**config.mk**
```make
export PLATFORM = sky130hd
export DESIGN_NAME = pcm_ctrl
export DESIGN_NICKNAME = d
export VERILOG_FILES = /design/src/shared/pcm_pkg.sv /design/src/rtl/pcm_ctrl.sv /design/src/rtl/pcm_sync2.sv
export SDC_FILE = /design/constraint.sdc
export NUM_CORES = 1
export LEC_CHECK = 0
export ABC_AREA = 1
export BUFFER_PORTS_ARGS = -buffer_cell sky130_fd_sc_hd__buf_4
export CORE_UTILIZATION = 44
export CTS_CLUSTER_SIZE = 16
export DETAILED_ROUTE_END_ITERATION = 8
export PLACE_DENSITY = 0.8
export SYNTH_ARGS = -nofsm -noshare
export SYNTH_HDL_FRONTEND = slang
export SYNTH_HIERARCHICAL = 1
export SYNTH_SLANG_ARGS = --single-unit
```
**constraint.sdc**
```tcl
create_clock -name clk -period 1.4 [get_ports clk]
set_input_delay 0.42 -clock clk [delete_from_list [all_inputs] [get_ports clk]]
set_output_delay 0.42 -clock clk [all_outputs]
set_load 0.03 [all_outputs]
```
**src/shared/pcm_pkg.sv**
```systemverilog
// package of constants and types for the pll clock mode control block
package pcm_pkg;

    ////////////////////////////////////////////////////////////////////////////
    // bus geometry
    localparam int PCM_ADDR_W = 5;
    localparam int PCM_DATA_W = 32;

    ////////////////////////////////////////////////////////////////////////////
    // register byte offsets
    localparam logic [PCM_ADDR_W-1:0] PCM_OFF_PLL_CTRL = 5'h00;
    localparam logic [PCM_ADDR_W-1:0] PCM_OFF_BW_CTRL = 5'h04;
    localparam logic [PCM_ADDR_W-1:0] PCM_OFF_IRQ_STAT = 5'h08;
    localparam logic [PCM_ADDR_W-1:0] PCM_OFF_IRQ_CLR = 5'h0C;
    localparam logic [PCM_ADDR_W-1:0] PCM_OFF_IRQ_EN = 5'h10;

    ////////////////////////////////////////////////////////////////////////////
    // field positions
    localparam int PCM_CTL_IRQ_EN_BIT = 7;
    localparam int PCM_CTL_FLAG_BIT = 6;
    localparam int PCM_CTL_PLL_EN_BIT = 5;
    localparam int PCM_CTL_BCS_BIT = 4;
    localparam int PCM_BW_AUTO_BIT = 7;
    localparam int PCM_BW_SETTLED_BIT = 6;
    localparam int PCM_EV_W = 2;
    localparam int PCM_EV_LOCK_BIT = 0;
    localparam int PCM_EV_FALLBACK_BIT = 1;

    ////////////////////////////////////////////////////////////////////////////
    // types and reset values
    typedef struct packed {
        logic lock_irq_enable;
        logic lock_change_flag;
        logic pll_enable;
        logic base_clk_sel;
    } pcm_ctrl_s;

    localparam pcm_ctrl_s PCM_CTRL_RST = '{1'b0, 1'b0, 1'b1, 1'b0};
    localparam logic PCM_AUTO_RST = 1'b0;
    localparam logic [PCM_EV_W-1:0] PCM_EV_RST = 2'h0;

    typedef enum logic [1:0] {
        PCM_MODE_OSC = 2'b00,
        PCM_MODE_VCO = 2'b01,
        PCM_MODE_KEEP = 2'b11,
        PCM_MODE_HALT = 2'b10
    } pcm_mode_e;

endpackage

```
**src/rtl/pcm_ctrl.sv**
```systemverilog
// pll clock mode control: lock flag, clock select, stop handling, bus slave
//
// Function
// - with self bandwidth set, each freq_settled change raises an interrupt request.
// - lock_change_flag sets on every change; lock_irq_enable only gates the request.
// - self bandwidth clear suppresses pll requests; lock_change_flag reads 0.
// - base_clk_sel may select the vco clock even while unsettled.
// - wait mode leaves oscillator, pll, selection and outputs unchanged.
// - stop without oscillator keep halts oscillator, pll and holds outputs low.
// - stop while vco drives output clears base_clk_sel, falling back to oscillator.
// - after stop the oscillator half drives output; base_clk_sel stays clear.
// - stop with oscillator keep shuts pll but oscillator keeps running.
// - break_clear_en high lets flag clearing work in break; stays cleared.
// - break_clear_en low protects lock_change_flag from accesses during break.
// - outside protected break, any access to pll_ctrl_reg clears lock_change_flag.
// - output clock is the vco clock halved if selected, else oscillator halved.
`timescale 1ns/1ps
module pcm_ctrl
    import pcm_pkg::*;
#(
    parameter int ADDR_W = PCM_ADDR_W,
    parameter int DATA_W = PCM_DATA_W
) (
    // clock and reset
    input wire logic clk,
    input wire logic rst_n,
    // avalon-mm slave
    input wire logic [ADDR_W-1:0] avs_address,
    input wire logic avs_read,
    input wire logic avs_write,
    input wire logic [DATA_W-1:0] avs_writedata,
    output logic [DATA_W-1:0] avs_readdata,
    output logic avs_waitrequest,
    // system module
    input wire logic stop_mode,
    input wire logic stop_osc_keep,
    input wire logic break_state,
    input wire logic break_clear_en,
    // analog pll pins
    input wire logic freq_settled_pin,
    input wire logic divided_vco_clk,
    // clock generator outputs
    output logic osc_run,
    output logic pll_run,
    output logic base_clk_out,
    output logic clkgen_irq_out
);

    ////////////////////////////////////////////////////////////////////////////
    // elaboration checks

    initial begin
        if (ADDR_W != PCM_ADDR_W) begin
            $error("pcm_ctrl: ADDR_W must match the register map width");
        end
        if (DATA_W < 8) begin
            $error("pcm_ctrl: DATA_W must hold an 8-bit register");
        end
        if (PCM_EV_FALLBACK_BIT >= PCM_EV_W || PCM_EV_LOCK_BIT >= PCM_EV_W) begin
            $error("pcm_ctrl: event bits must fit the status width");
        end
    end

    ////////////////////////////////////////////////////////////////////////////
    // declarations

    logic settled_s;
    logic vco_s;
    logic settled_prev_r;
    logic settled_prev_nxt;
    logic vco_prev_r;
    logic vco_prev_nxt;
    logic ack_r;
    logic ack_nxt;
    logic [DATA_W-1:0] rdata_r;
    logic [DATA_W-1:0] rdata_nxt;
    pcm_ctrl_s ctrl_r;
    pcm_ctrl_s ctrl_nxt;
    logic auto_r;
    logic auto_nxt;
    logic [PCM_EV_W-1:0] ev_stat_r;
    logic [PCM_EV_W-1:0] ev_stat_nxt;
    logic [PCM_EV_W-1:0] ev_en_r;
    logic [PCM_EV_W-1:0] ev_en_nxt;
    logic [PCM_EV_W-1:0] ev_set;
    pcm_mode_e mode_r;
    pcm_mode_e mode_nxt;
    logic clk_half_r;
    logic clk_half_nxt;
    logic irq_r;
    logic irq_nxt;
    logic osc_run_r;
    logic osc_run_nxt;
    logic pll_run_r;
    logic pll_run_nxt;
    logic lock_edge;
    logic wr_hit;
    logic rd_hit;
    logic ctrl_touch;
    logic clr_ok;
    logic fallback;

    ////////////////////////////////////////////////////////////////////////////
    // pin synchronisers

    // the vco clock is sampled, so it must run well below half of clk
    pcm_sync2 #(
        .WIDTH(2)
    ) u_sync (
        .clk(clk),
        .rst_n(rst_n),
        .d({freq_settled_pin, divided_vco_clk}),
        .q({settled_s, vco_s})
    );

    ////////////////////////////////////////////////////////////////////////////
    // bus slave: one wait cycle, then the access completes

    assign wr_hit = ack_r & avs_write;
    assign rd_hit = ack_r & avs_read;
    assign avs_waitrequest = (avs_read | avs_write) & ~ack_r;
    assign avs_readdata = rdata_r;

    always_comb begin
        ack_nxt = (avs_read | avs_write) & ~ack_r;
        rdata_nxt = rdata_r;
        if (avs_read && !ack_r) begin
            rdata_nxt = '0;
            unique case (avs_address)
                PCM_OFF_PLL_CTRL: begin
                    rdata_nxt[PCM_CTL_IRQ_EN_BIT] = ctrl_r.lock_irq_enable;
                    rdata_nxt[PCM_CTL_FLAG_BIT] = ctrl_r.lock_change_flag & auto_r;
                    rdata_nxt[PCM_CTL_PLL_EN_BIT] = ctrl_r.pll_enable;
                    rdata_nxt[PCM_CTL_BCS_BIT] = ctrl_r.base_clk_sel;
                end
                PCM_OFF_BW_CTRL: begin
                    rdata_nxt[PCM_BW_AUTO_BIT] = auto_r;
                    rdata_nxt[PCM_BW_SETTLED_BIT] = settled_s & auto_r;
                end
                PCM_OFF_IRQ_STAT: begin
                    rdata_nxt[PCM_EV_W-1:0] = ev_stat_r;
                end
                PCM_OFF_IRQ_EN: begin
                    rdata_nxt[PCM_EV_W-1:0] = ev_en_r;
                end
                default: begin
                    rdata_nxt = '0;
                end
            endcase
        end
    end

    always_ff @(posedge clk or negedge rst_n) begin
        if (!rst_n) begin
            ack_r <= 1'b0;
            rdata_r <= '0;
        end else begin
            ack_r <= ack_nxt;
            rdata_r <= rdata_nxt;
        end
    end

    ////////////////////////////////////////////////////////////////////////////
    // lock flag and control register

    assign lock_edge = settled_s ^ settled_prev_r;
    // limitation: a lock change landing between a read's two edges is cleared unseen,
    // only the sticky status bit keeps a record of it
    assign ctrl_touch = (rd_hit | wr_hit) && (avs_address == PCM_OFF_PLL_CTRL);
    // a debugger read in break must not eat a pending lock event
    assign clr_ok = ~break_state | break_clear_en;
    assign fallback = stop_mode & ctrl_r.base_clk_sel;

    always_comb begin
        ctrl_nxt = ctrl_r;
        auto_nxt = auto_r;
        settled_prev_nxt = settled_s;
        // flag clear first, so a lock change in the same cycle wins
        if (ctrl_touch && clr_ok) begin
            ctrl_nxt.lock_change_flag = 1'b0;
        end
        if (auto_r && lock_edge) begin
            ctrl_nxt.lock_change_flag = 1'b1;
        end
        if (!auto_r) begin
            ctrl_nxt.lock_change_flag = 1'b0;
        end
        if (wr_hit && avs_address == PCM_OFF_PLL_CTRL) begin
            ctrl_nxt.lock_irq_enable = avs_writedata[PCM_CTL_IRQ_EN_BIT];
            // pll cannot be switched off while it drives the base clock
            ctrl_nxt.pll_enable = avs_writedata[PCM_CTL_PLL_EN_BIT] | ctrl_r.base_clk_sel;
            // vco select needs the pll on, but no lock is demanded
            ctrl_nxt.base_clk_sel = avs_writedata[PCM_CTL_BCS_BIT] & ctrl_r.pll_enable;
        end
        if (wr_hit && avs_address == PCM_OFF_BW_CTRL) begin
            auto_nxt = avs_writedata[PCM_BW_AUTO_BIT];
        end
        if (stop_mode) begin
            ctrl_nxt.base_clk_sel = 1'b0;
        end
    end

    always_ff @(posedge clk or negedge rst_n) begin
        if (!rst_n) begin
            ctrl_r <= PCM_CTRL_RST;
            auto_r <= PCM_AUTO_RST;
            settled_prev_r <= 1'b0;
        end else begin
            ctrl_r <= ctrl_nxt;
            auto_r <= auto_nxt;
            settled_prev_r <= settled_prev_nxt;
        end
    end

    ////////////////////////////////////////////////////////////////////////////
    // sticky event status, write-one clear, enable

    always_comb begin
        ev_set = '0;
        ev_set[PCM_EV_LOCK_BIT] = auto_r & lock_edge;
        ev_set[PCM_EV_FALLBACK_BIT] = fallback;
        ev_stat_nxt = ev_stat_r;
        ev_en_nxt = ev_en_r;
        if (wr_hit && avs_address == PCM_OFF_IRQ_CLR) begin
            ev_stat_nxt = ev_stat_r & ~avs_writedata[PCM_EV_W-1:0];
        end
        // set wins over a clear in the same cycle
        ev_stat_nxt = ev_stat_nxt | ev_set;
        if (!auto_r) begin
            ev_stat_nxt[PCM_EV_LOCK_BIT] = 1'b0;
        end
        if (wr_hit && avs_address == PCM_OFF_IRQ_EN) begin
            ev_en_nxt = avs_writedata[PCM_EV_W-1:0];
        end
    end

    always_ff @(posedge clk or negedge rst_n) begin
        if (!rst_n) begin
            ev_stat_r <= PCM_EV_RST;
            ev_en_r <= PCM_EV_RST;
        end else begin
            ev_stat_r <= ev_stat_nxt;
            ev_en_r <= ev_en_nxt;
        end
    end

    ////////////////////////////////////////////////////////////////////////////
    // clock mode: wait mode has no input here, so nothing changes in it

    always_comb begin
        mode_nxt = mode_r;
        unique case (mode_r)
            PCM_MODE_OSC: begin
                if (stop_mode) begin
                    mode_nxt = stop_osc_keep ? PCM_MODE_KEEP : PCM_MODE_HALT;
                end else if (ctrl_r.base_clk_sel) begin
                    mode_nxt = PCM_MODE_VCO;
                end
            end
            PCM_MODE_VCO: begin
                if (stop_mode) begin
                    mode_nxt = stop_osc_keep ? PCM_MODE_KEEP : PCM_MODE_HALT;
                end else if (!ctrl_r.base_clk_sel) begin
                    mode_nxt = PCM_MODE_OSC;
                end
            end
            PCM_MODE_KEEP: begin
                if (!stop_mode) begin
                    mode_nxt = PCM_MODE_OSC;
                end else if (!stop_osc_keep) begin
                    mode_nxt = PCM_MODE_HALT;
                end
            end
            PCM_MODE_HALT: begin
                if (!stop_mode) begin
                    mode_nxt = PCM_MODE_OSC;
                end else if (stop_osc_keep) begin
                    mode_nxt = PCM_MODE_KEEP;
                end
            end
        endcase
    end

    always_ff @(posedge clk or negedge rst_n) begin
        if (!rst_n) begin
            mode_r <= PCM_MODE_OSC;
        end else begin
            mode_r <= mode_nxt;
        end
    end

    ////////////////////////////////////////////////////////////////////////////
    // outputs: halved base clock, run enables, interrupt level

    always_comb begin
        vco_prev_nxt = vco_s;
        clk_half_nxt = clk_half_r;
        unique case (mode_r)
            PCM_MODE_OSC, PCM_MODE_KEEP: begin
                clk_half_nxt = ~clk_half_r;
            end
            PCM_MODE_VCO: begin
                if (vco_s && !vco_prev_r) begin
                    clk_half_nxt = ~clk_half_r;
                end
            end
            PCM_MODE_HALT: begin
                clk_half_nxt = 1'b0;
            end
        endcase
        osc_run_nxt = (mode_nxt != PCM_MODE_HALT);
        pll_run_nxt = ctrl_nxt.pll_enable & ~stop_mode;
        irq_nxt = ((ctrl_nxt.lock_irq_enable & ctrl_nxt.lock_change_flag & auto_nxt)
            | (|(ev_stat_nxt & ev_en_nxt))) & (mode_nxt != PCM_MODE_HALT);
    end

    always_ff @(posedge clk or negedge rst_n) begin
        if (!rst_n) begin
            vco_prev_r <= 1'b0;
            clk_half_r <= 1'b0;
            osc_run_r <= 1'b1;
            pll_run_r <= 1'b1;
            irq_r <= 1'b0;
        end else begin
            vco_prev_r <= vco_prev_nxt;
            clk_half_r <= clk_half_nxt;
            osc_run_r <= osc_run_nxt;
            pll_run_r <= pll_run_nxt;
            irq_r <= irq_nxt;
        end
    end

    assign base_clk_out = clk_half_r;
    assign osc_run = osc_run_r;
    assign pll_run = pll_run_r;
    assign clkgen_irq_out = irq_r;

endmodule // pcm_ctrl

```
**src/rtl/pcm_sync2.sv**
```systemverilog
// two flip-flop synchroniser for asynchronous level inputs
`timescale 1ns/1ps
module pcm_sync2 #(
    parameter int WIDTH = 1
) (
    // clock and reset
    input wire logic clk,
    input wire logic rst_n,
    // levels
    input wire logic [WIDTH-1:0] d,
    output logic [WIDTH-1:0] q
);
    logic [WIDTH-1:0] meta_r;

    initial begin
        if (WIDTH < 1) begin
            $error("pcm_sync2: WIDTH must be at least 1");
        end
    end

    // first stage is read by the second stage only
    always_ff @(posedge clk or negedge rst_n) begin
        if (!rst_n) begin
            meta_r <= '0;
            q <= '0;
        end else begin
            meta_r <= d;
            q <= meta_r;
        end
    end
endmodule // pcm_sync2

```
After elaboration in Yosys (flattened, before gate mapping)
Index checks and enable logic that the tools add are counted.
Operators by class
  add/subtract/negate cells: 0
  $mul: 0
  div/mod/pow operators: 0
  order comparisons: 0
  eq/ne operators: 9
  shifts and indexed selects: 0
  mux-type cells: 25
  bitwise gates (word level): 26
  reductions and logical operators: 16
Operators by type and width (number)
  $mux 2: 12
  $and 1x1->1: 12
  $eq 5x4->1 const B: 2
  $logic_and 1x1->1: 9
  $mux 1: 9
  $pmux 2 s2: 2
  $pmux 2 s4: 1
  $eq 5x3->1 const B: 1
  $eq 5x5->1 const B: 1
  $logic_not 5->1: 1
  $or 1x1->1: 5
  $and 2x2->2: 2
  $eq 2x2->1 const B: 2
  $ne 2x2->1 const B: 2
  $not 1->1: 4
  $reduce_or 2->1: 2
  $pmux 1 s3: 1
  $eq 2x1->1 const B: 1
  $logic_not 1->1: 2
  $logic_not 2->1: 1
  $not 2->2: 1
  $or 2x2->2: 1
  $reduce_bool 2->1: 1
  $xor 1x1->1: 1
Word-level totals
  register bits: 28
  bits in latches: 0
  memory bits (writable): 0
  memory bits (read-only): 0
  input port bits: 47
  output and inout port bits: 37
  logic and storage cells: 94
  memories: 0

Logic depth before layout (Yosys ltp)
Gate-level depths: netlist (run 1).
  word-level depth: 11
  mapped depth: 10
  mapped depth without buffers: 10

By module
Netlist (run 1), hierarchy kept.
By module, submodules not included
  pcm_ctrl: times used 1, cells each 174, area each 1407.6 µm², seq. area each 604.3 µm²
  pcm_sync2: times used 1, cells each 4, area each 100.1 µm², seq. area each 100.1 µm²

Worst setup path after synthesis (run 1)
OpenSTA, ideal clock, no wires.
  path type: input -> output
  start: input avs_write
  end: output avs_waitrequest
  arrival time: 0.872 ns
  data required time: 0.980 ns
  setup slack: 0.108 ns
  stages on the path: 2
  buffers on the path: 0
  path through: nor2_1 > nor2_1
Between the ends
  longest elaborated chain between the ends: 2
Ends and longest elaborated chain
  start, declared: line pcm_ctrl.sv:30  | input wire logic avs_write,
  $or 1x1->1: line pcm_ctrl.sv:121  | assign avs_waitrequest = (avs_read | avs_write) & ~ack_r;
  $and 1x1->1: line pcm_ctrl.sv:121
  end, declared: line pcm_ctrl.sv:33  | output logic avs_waitrequest,
No other way between the ends.

Worst setup path in the final report (run 1)
  start: register pll_run_r, in the netlist pll_run
  end: output pll_run
RTL lines
  start, declared: line pcm_ctrl.sv:94  | logic pll_run_r;
  start signal, assigned: line pcm_ctrl.sv:328  | pll_run_r <= pll_run_nxt;
  end, declared: line pcm_ctrl.sv:44  | output logic pll_run,
No word-level cell between the ends.

==> reports/results.md, run 1 <==
| Item | Reported |
| --- | --- |
| Class of the tightest hold or removal check | primary input to flop |
| First-pass iteration count of the detailed router | 4 |
| Period utilisation layout | 1.01 |
| Register-to-Register Setup Slack | 0.07 ns |
| Number of H-tree levels | 1 |
| Post-synth top area cell | dfrtp_1 |
| Status | complete, but fails checks |
| Violated checks | setup timing |
| Layout overhead on the synthesized area | 21.1% |
| Switching power as a share of total power | 0.322 |
| Clock Tree Buf Depth | 2 |
| Clock latency of the later-clocked register in the worst-skew pair | 0.32 ns |
| Global Route Usage Sum | 0.158 |
| Combinational share of power | 0.257 |
| Cell depth of the worst min-delay path | 1 |
| Required time of the critical path | 0.98 ns |
| Effective utilization at floorplan | 0.478 |
| Total negative slack for setup checks | -0.0205 ns |
| Overall die area | 3660 sq um |
| Largest voltage drop on the vdd net | 0.000493 V |
| Crit path depth | 1 |
| Final critical path time including I/O delays and setup | 1.41 ns |
| Port bufs | 30 |
| 1st-iter DRT viols | 24 |
| Global placer's final weighted congestion | 0.863 |
| Half-perimeter wire length after placement | 2.04 mm |
| Leakage power of the design | 1.01 nW |
| Total power divided by cell area | 972 nW/um^2 |
| Vias after detailed routing | 1126 |
| Critical hold path startpoint | freq_settled_pin |
| RR Startpoint | ack_r$_DFF_PN0_ |
| Internal Pwr Total | 0.00120 W |
| Yosys warnings | 6 |
| Post-detailed-route via-to-cell ratio | 4.27 |
| CP arrival | 0.99 ns |
| Buffer and inverter count on the worst path | 1 |
| Antenna violations before repair | 0 |
| GRT overflow | 0 |
| Startpoint type of the worst setup path | flop |
| Mapped Avg Cell Area | 8.47 sq um |
| Worst Setup Path Type | flop to output port |
| Met1 Track Usage GR | 0.197 |
| Inserted Clock Buffers | 3 |
| Cells after synthesis | 178 |
| Proportion of synthesized flip-flops having asynchronous set or reset | 1.00 |
| Setup repair after global routing missed its margin | yes |
| Sequential fraction of the synthesis area | 0.467 |
| Max cap viols | 0 |
| Maximum clock rate | 0.709 GHz |
| Sequential Power Share | 0.530 |
| Final Hold Viols | 0 |
| Final setup vio count | 3 |
| Switching power of the nets | 0.000571 W |
| Maximum number of pins on one net before global-route repair | 29 |
| Die width | 60.5 um |
| Clock-pin slew on the worst setup and hold paths | 0.14 ns |
| Launch point of the worst path | pll_run$_DFF_PN1_ |
| Nets@finish | 268 |
| Site Rows | 20 |
| DRC viols | 0 |
| Clock net sink count | 28 |
| Clk_skew | 0.00799 ns |
| First-pass GRT wire length | 4.31 mm |
| Post-synth top area share | 0.415 |
| Logic depth of the worst register-to-register path | 10 |
| Library cell contributing the largest single delay on the critical path | dfstp_2 |
| Number of synthesized flops with an enable pin | 0 |
| Clk network pwr share | 0.214 |
| Final critical-path setup slack | -0.00997 ns |
| Clock tree from TritonCTS | built |
| Count of inserted antenna diode cells | 0 |
| Die boundary height | 60.5 um |
| Worst Path Max Fanout | 1 |
| Core area | 3150 sq um |
| Total wire length | 2.52 mm |
| Number of nets with antenna violations after routing | 0 |
| Kind of cell adding the most delay to the critical path | flip-flops |
| Final-report max-slew violation count | 0 |
| Wirelength per Cell | 9.55 um |
| Routing layer with the top usage in global route | met2 |
| Endpoint class of the critical path | output port |
| Final cell area excluding filler cells | 1830 sq um |
| Yosys reg bits | 28 |
| Main synth FF type | dfrtp_1 |
| Stage delay of the slowest cell on the critical path | 0.55 ns |
| Via count of the first global-routing pass | 1050 |
| Area post-placement | 1750 sq um |
| Cell chosen for the clock root | clkbuf_4 |
| Number of primary I/O pins | 84 |
| Cells along the critical path | buf_6 |
| Met3 routing resource usage after global routing | 0.0384 |
| GR Layer Usage met2 | 0.284 |
| Count of distinct cell types in the synthesized netlist | 28 |
| Share of final-layout standard cells stronger than drive strength 1 | 0.318 |
| Netlist Area Pre-Place | 1510 sq um |
| Leading post-synthesis cells by cell area | dfrtp_1 (41%), buf_4 (13%), nand2_1 (9.5%) |
==> registers in the layout (all words and copies together) (netlist names), 2 cells and up <==
name           cells
u_sync/q           2
ev_stat_r          2
u_sync/meta_r      2
ctrl_r             4
mode_r             2
ev_en_r            2
avs_readdata       6
==> repair_timing <==
action | 4_1_cts | 5_1_grt
endpoints found under the hold margin | 25 | 0
pin swaps | 1 | 1
setup endpoints to repair | 3 | 12
hold buffers | 1 | 0
resized for setup | 5 | 4
buffers inserted | 1 | 0
==> per-layer routing <==
metal,vias to the layer above,routed length (um)
li1,582,-
met1,508,1110
met2,34,1270
met3,2,122
met4,0,15
met5,-,0
==> cells by family (layout without fill, tap and decap cells) <==
kind of cell,Yosys count,after routing,synth area share
other cells,1,26,0.00249
simple gates,86,86,0.286
buf+inv,51,68,0.195
flops,28,28,0.467
compound gates,12,12,0.0490
==> cell usage after synthesis, types with 2 or more instances <==
master / instances
nor2_4: 4
dfstp_2: 3
nand2_4: 2
dfrtp_1: 25
buf_4: 26
nand2_1: 38
nor2_1: 20
nand4_1: 2
o211ai_1: 2
nand3_2: 2
inv_1: 19
nand3_1: 10
nand2_2: 4
a21oi_1: 5
inv_2: 2
nor2_2: 2
==> final cells by class <==
type / count / area (sq um)
fill: 306 / 1330
multi-input combinational: 124 / 614
sequential: 28 / 704
clock buffer: 4 / 36.3
inverter: 23 / 93.8
tap: 44 / 55.1
timing repair buffer: 41 / 322
==> power groups by stage <==
stage | clock [W] | combinational, W | sequential, W
detailed placement | 0 | 0.000435 | 0.000955
floorplan | 0 | 0.000294 | 0.000991
global placement | 0 | 0.000428 | 0.000951
CTS | 0.000394 | 0.000452 | 0.000940
finish | 0.000379 | 0.000455 | 0.000940
global route | 0.000418 | 0.000503 | 0.000950
==> layout by cell type (no fill, tap or decap), drive strengths merged <==
master,instances
a211oi,1
a21oi,5
a32oi,1
buf,40
clkbuf,4
clkinv,1
conb,26
dfrtp,25
dfstp,3
dlygate4sd3,1
inv,22
nand2,44
nand3,12
nand4,2
nor2,27
o211ai,2
o21ai,2
o31ai,1
or2,1
==> final timing paths <==
path | to
max | pll_run
min | u_sync/meta_r[1]$_DFF_PN0_
max reg2reg | clkgen_irq_out$_DFF_PN0_
min reg2reg | u_sync/q[0]$_DFF_PN0_
max in group asynchronous | osc_run$_DFF_PN1_
min in group asynchronous | ev_stat_r[0]$_DFF_PN0_
==> per-stage QoR <==
step                      worst slack, ns  cells  hold slack [ns]   util  power [W]
after floorplan                     0.108    203            0.124      -    0.00129
after global placement            -0.0667    258            0.333  0.554    0.00138
after detailed placement          -0.0734    258            0.338  0.554    0.00139
after CTS                         -0.0332    264            0.186  0.576    0.00179
after global routing              -0.0752    264            0.174  0.579    0.00187
final                            -0.00997    264            0.201  0.579    0.00177
(Power assumes the default switching activity.)
==> inputs of run 2 (changes only) <==
Settings changed: RECOVER_POWER set to 100.
==> run 2 against run 1 <==
Effect of this change: the run still ends with setup timing left; via count increased by 0.18%; design area decreased by 1.4%; utilization fell by 0.79 points; non-clock buffer count unchanged; routed wire length decreased by 0.20%; clock skew decreased by 0.00078 ns; setup slack better by 0.00063 ns; highest routed layer unchanged.
==> reports/results.md, run 2 (synthesis gave the netlist of run 1 again) <==
| Item | Reported |
| --- | --- |
| Startpoint type of the worst setup path | flop |
| Kind of cell adding the most delay to the critical path | flip-flops |
| Leakage power of the design | 0.986 nW |
| Cells along the critical path | buf_6 |
| Clock net sink count | 28 |
| Worst Setup Slack post-DPL | -0.0734 ns |
| Maximum clock rate | 0.710 GHz |
| Clock latency of the later-clocked register in the worst-skew pair | 0.32 ns |
| Number of nets with antenna violations after routing | 0 |
| Storage cell area | 704 sq um |
| Count of inserted antenna diode cells | 0 |
| Clock Tree Buf Depth | 2 |
| Logic depth of the worst register-to-register path | 10 |
| Maximum number of pins on one net before global-route repair | 29 |
| Library cell contributing the largest single delay on the critical path | dfstp_2 |
| Final cell area excluding filler cells | 1800 sq um |
| Hold Worst Slack | 0.223 ns |
| Share of final-layout standard cells stronger than drive strength 1 | 0.309 |
| Class of the tightest hold or removal check | primary input to flop |
| Filler instances | 312 |
| Area post-placement | 1750 sq um |
| Worst Setup Path Type | flop to output port |
| Layout overhead on the synthesized area | 19.4% |
| DRC viols | 0 |
| Post-detailed-route via-to-cell ratio | 4.27 |
| Buffer and inverter count on the worst path | 1 |
| Total power divided by cell area | 977 nW/um^2 |
| Die width | 60.5 um |
| Most common cell after layout, fill and taps aside | nand2_1 |
| Required time of the critical path | 0.98 ns |
| Via count of the first global-routing pass | 1050 |
| Internal Pwr Total | 0.00119 W |
| Worst-margin pin slew | 0.659 ns |
| Clk_skew | 0.00721 ns |
| Clock tree from TritonCTS | built |
| Switching power of the nets | 0.000567 W |
| Effective utilization at floorplan | 0.478 |
| First-pass GRT wire length | 4.31 mm |
| Number of flip-flops in the largest register | 6 |
| Endpoint with the worst hold slack | u_sync/meta_r[0]$_DFF_PN0_ |
| Antenna violations before repair | 0 |
| Final Hold Viols | 0 |
| Most used cells in the layout excluding fill and tap cells | nand2_1 (37), conb_1 (26), buf_4 (26), dfrtp_1 (25) |
| Total negative slack for setup checks | -0.0207 ns |
| Max_slew headroom | 0.561 |
| Setup repair after global routing missed its margin | yes |
| CP arrival | 0.99 ns |
| Overall power after layout | 0.00176 W |
| Clock-pin slew on the worst setup and hold paths | 0.14 ns |
| Register-to-Register Setup Slack | 0.08 ns |
| Final setup vio count | 3 |
| Final-report max-slew violation count | 0 |
| Clk network pwr share | 0.215 |
| Port bufs | 30 |
| Crit path depth | 1 |
| RR Startpoint | ack_r$_DFF_PN0_ |
| Die boundary height | 60.5 um |
| Critical hold path startpoint | divided_vco_clk |
| Cell depth of the worst min-delay path | 1 |
| Cell chosen for the clock root | clkbuf_4 |
| Overall die area | 3660 sq um |
| Multi-input logic area | 606 sq um |
| Final critical-path setup slack | -0.00934 ns |
| Core area | 3150 sq um |
| Final critical path time including I/O delays and setup | 1.41 ns |
| Period utilisation layout | 1.01 |
| RR Endpoint | clkgen_irq_out$_DFF_PN0_ |
| Number of primary I/O pins | 84 |
| Total wire length | 2.52 mm |
| Half-perimeter wire length after placement | 2.04 mm |
| First-pass iteration count of the detailed router | 4 |
| Violated checks | setup timing |
| Site Rows | 20 |
| Max cap viols | 0 |
| Vias after detailed routing | 1128 |
| Number of H-tree levels | 1 |
| Combinational share of power | 0.252 |
| Wirelength per Cell | 9.53 um |
| Global Route Usage Sum | 0.158 |
| Global placer's final weighted congestion | 0.863 |
| Inserted Clock Buffers | 3 |
| Worst Path Max Fanout | 1 |
| GRT overflow | 0 |
| Sequential Power Share | 0.533 |
| Nets@finish | 268 |
| Stage delay of the slowest cell on the critical path | 0.55 ns |
| 1st-iter DRT viols | 27 |
| Status | complete, but fails checks |
| Endpoint class of the critical path | output port |
| Largest voltage drop on the vdd net | 0.000486 V |
| Switching power as a share of total power | 0.322 |
-- run 2: power groups by stage --
stage / clock network (W) / logic [W] / registers (W)
2_1_floorplan: 0 / 0.000294 / 0.000991
3_3_place_gp: 0 / 0.000428 / 0.000951
3_5_place_dp: 0 / 0.000435 / 0.000955
4_1_cts: 0.000394 / 0.000452 / 0.000940
5_1_grt: 0.000418 / 0.000490 / 0.000948
6_report: 0.000379 / 0.000443 / 0.000938
-- run 2: cell type report --
type,count,share of cell area
Clock buffer,4,0.0202
Inverter,23,0.0521
Multi-Input combinational cell,124,0.336
Sequential cell,28,0.391
Tap cell,44,0.0306
Timing Repair Buffer,41,0.170
-- run 2: per-stage QoR --
step           instances   util
5_1_grt              264  0.571
2_1_floorplan        203      -
3_5_place_dp         258  0.554
4_1_cts              264  0.576
3_3_place_gp         258  0.554
6_report             264  0.571
-- run 2: per-layer routing --
metal,track usage,part of all wire
met2,0.284,0.51
met3,0.0384,0.053
met1,0.197,0.43
met4,0.0195,0.0060
met5,0,0
-- run 2: how the worst max path moves through the flow --
stage,start,endpoint,slack (ns)
6_report,pll_run$_DFF_PN1_,pll_run,-0.009
5_1_grt,ack_r$_DFF_PN0_,avs_waitrequest,-0.08
4_1_cts,ack_r$_DFF_PN0_,avs_waitrequest,-0.03
2_1_floorplan,avs_write,avs_waitrequest,0.11
3_5_place_dp,avs_address[1],ctrl_r[0]$_DFFE_PN0P_,-0.07
3_3_place_gp,avs_address[1],clkgen_irq_out$_DFF_PN0_,-0.07
-- run 2: what timing repair did --
action	4_1_cts	5_1_grt
endpoints found under the setup margin	3	12
hold endpoints to repair	25	0
resized for setup	5	4
setup buffers	1	0
hold buffers	1	0
pin swaps	1	1
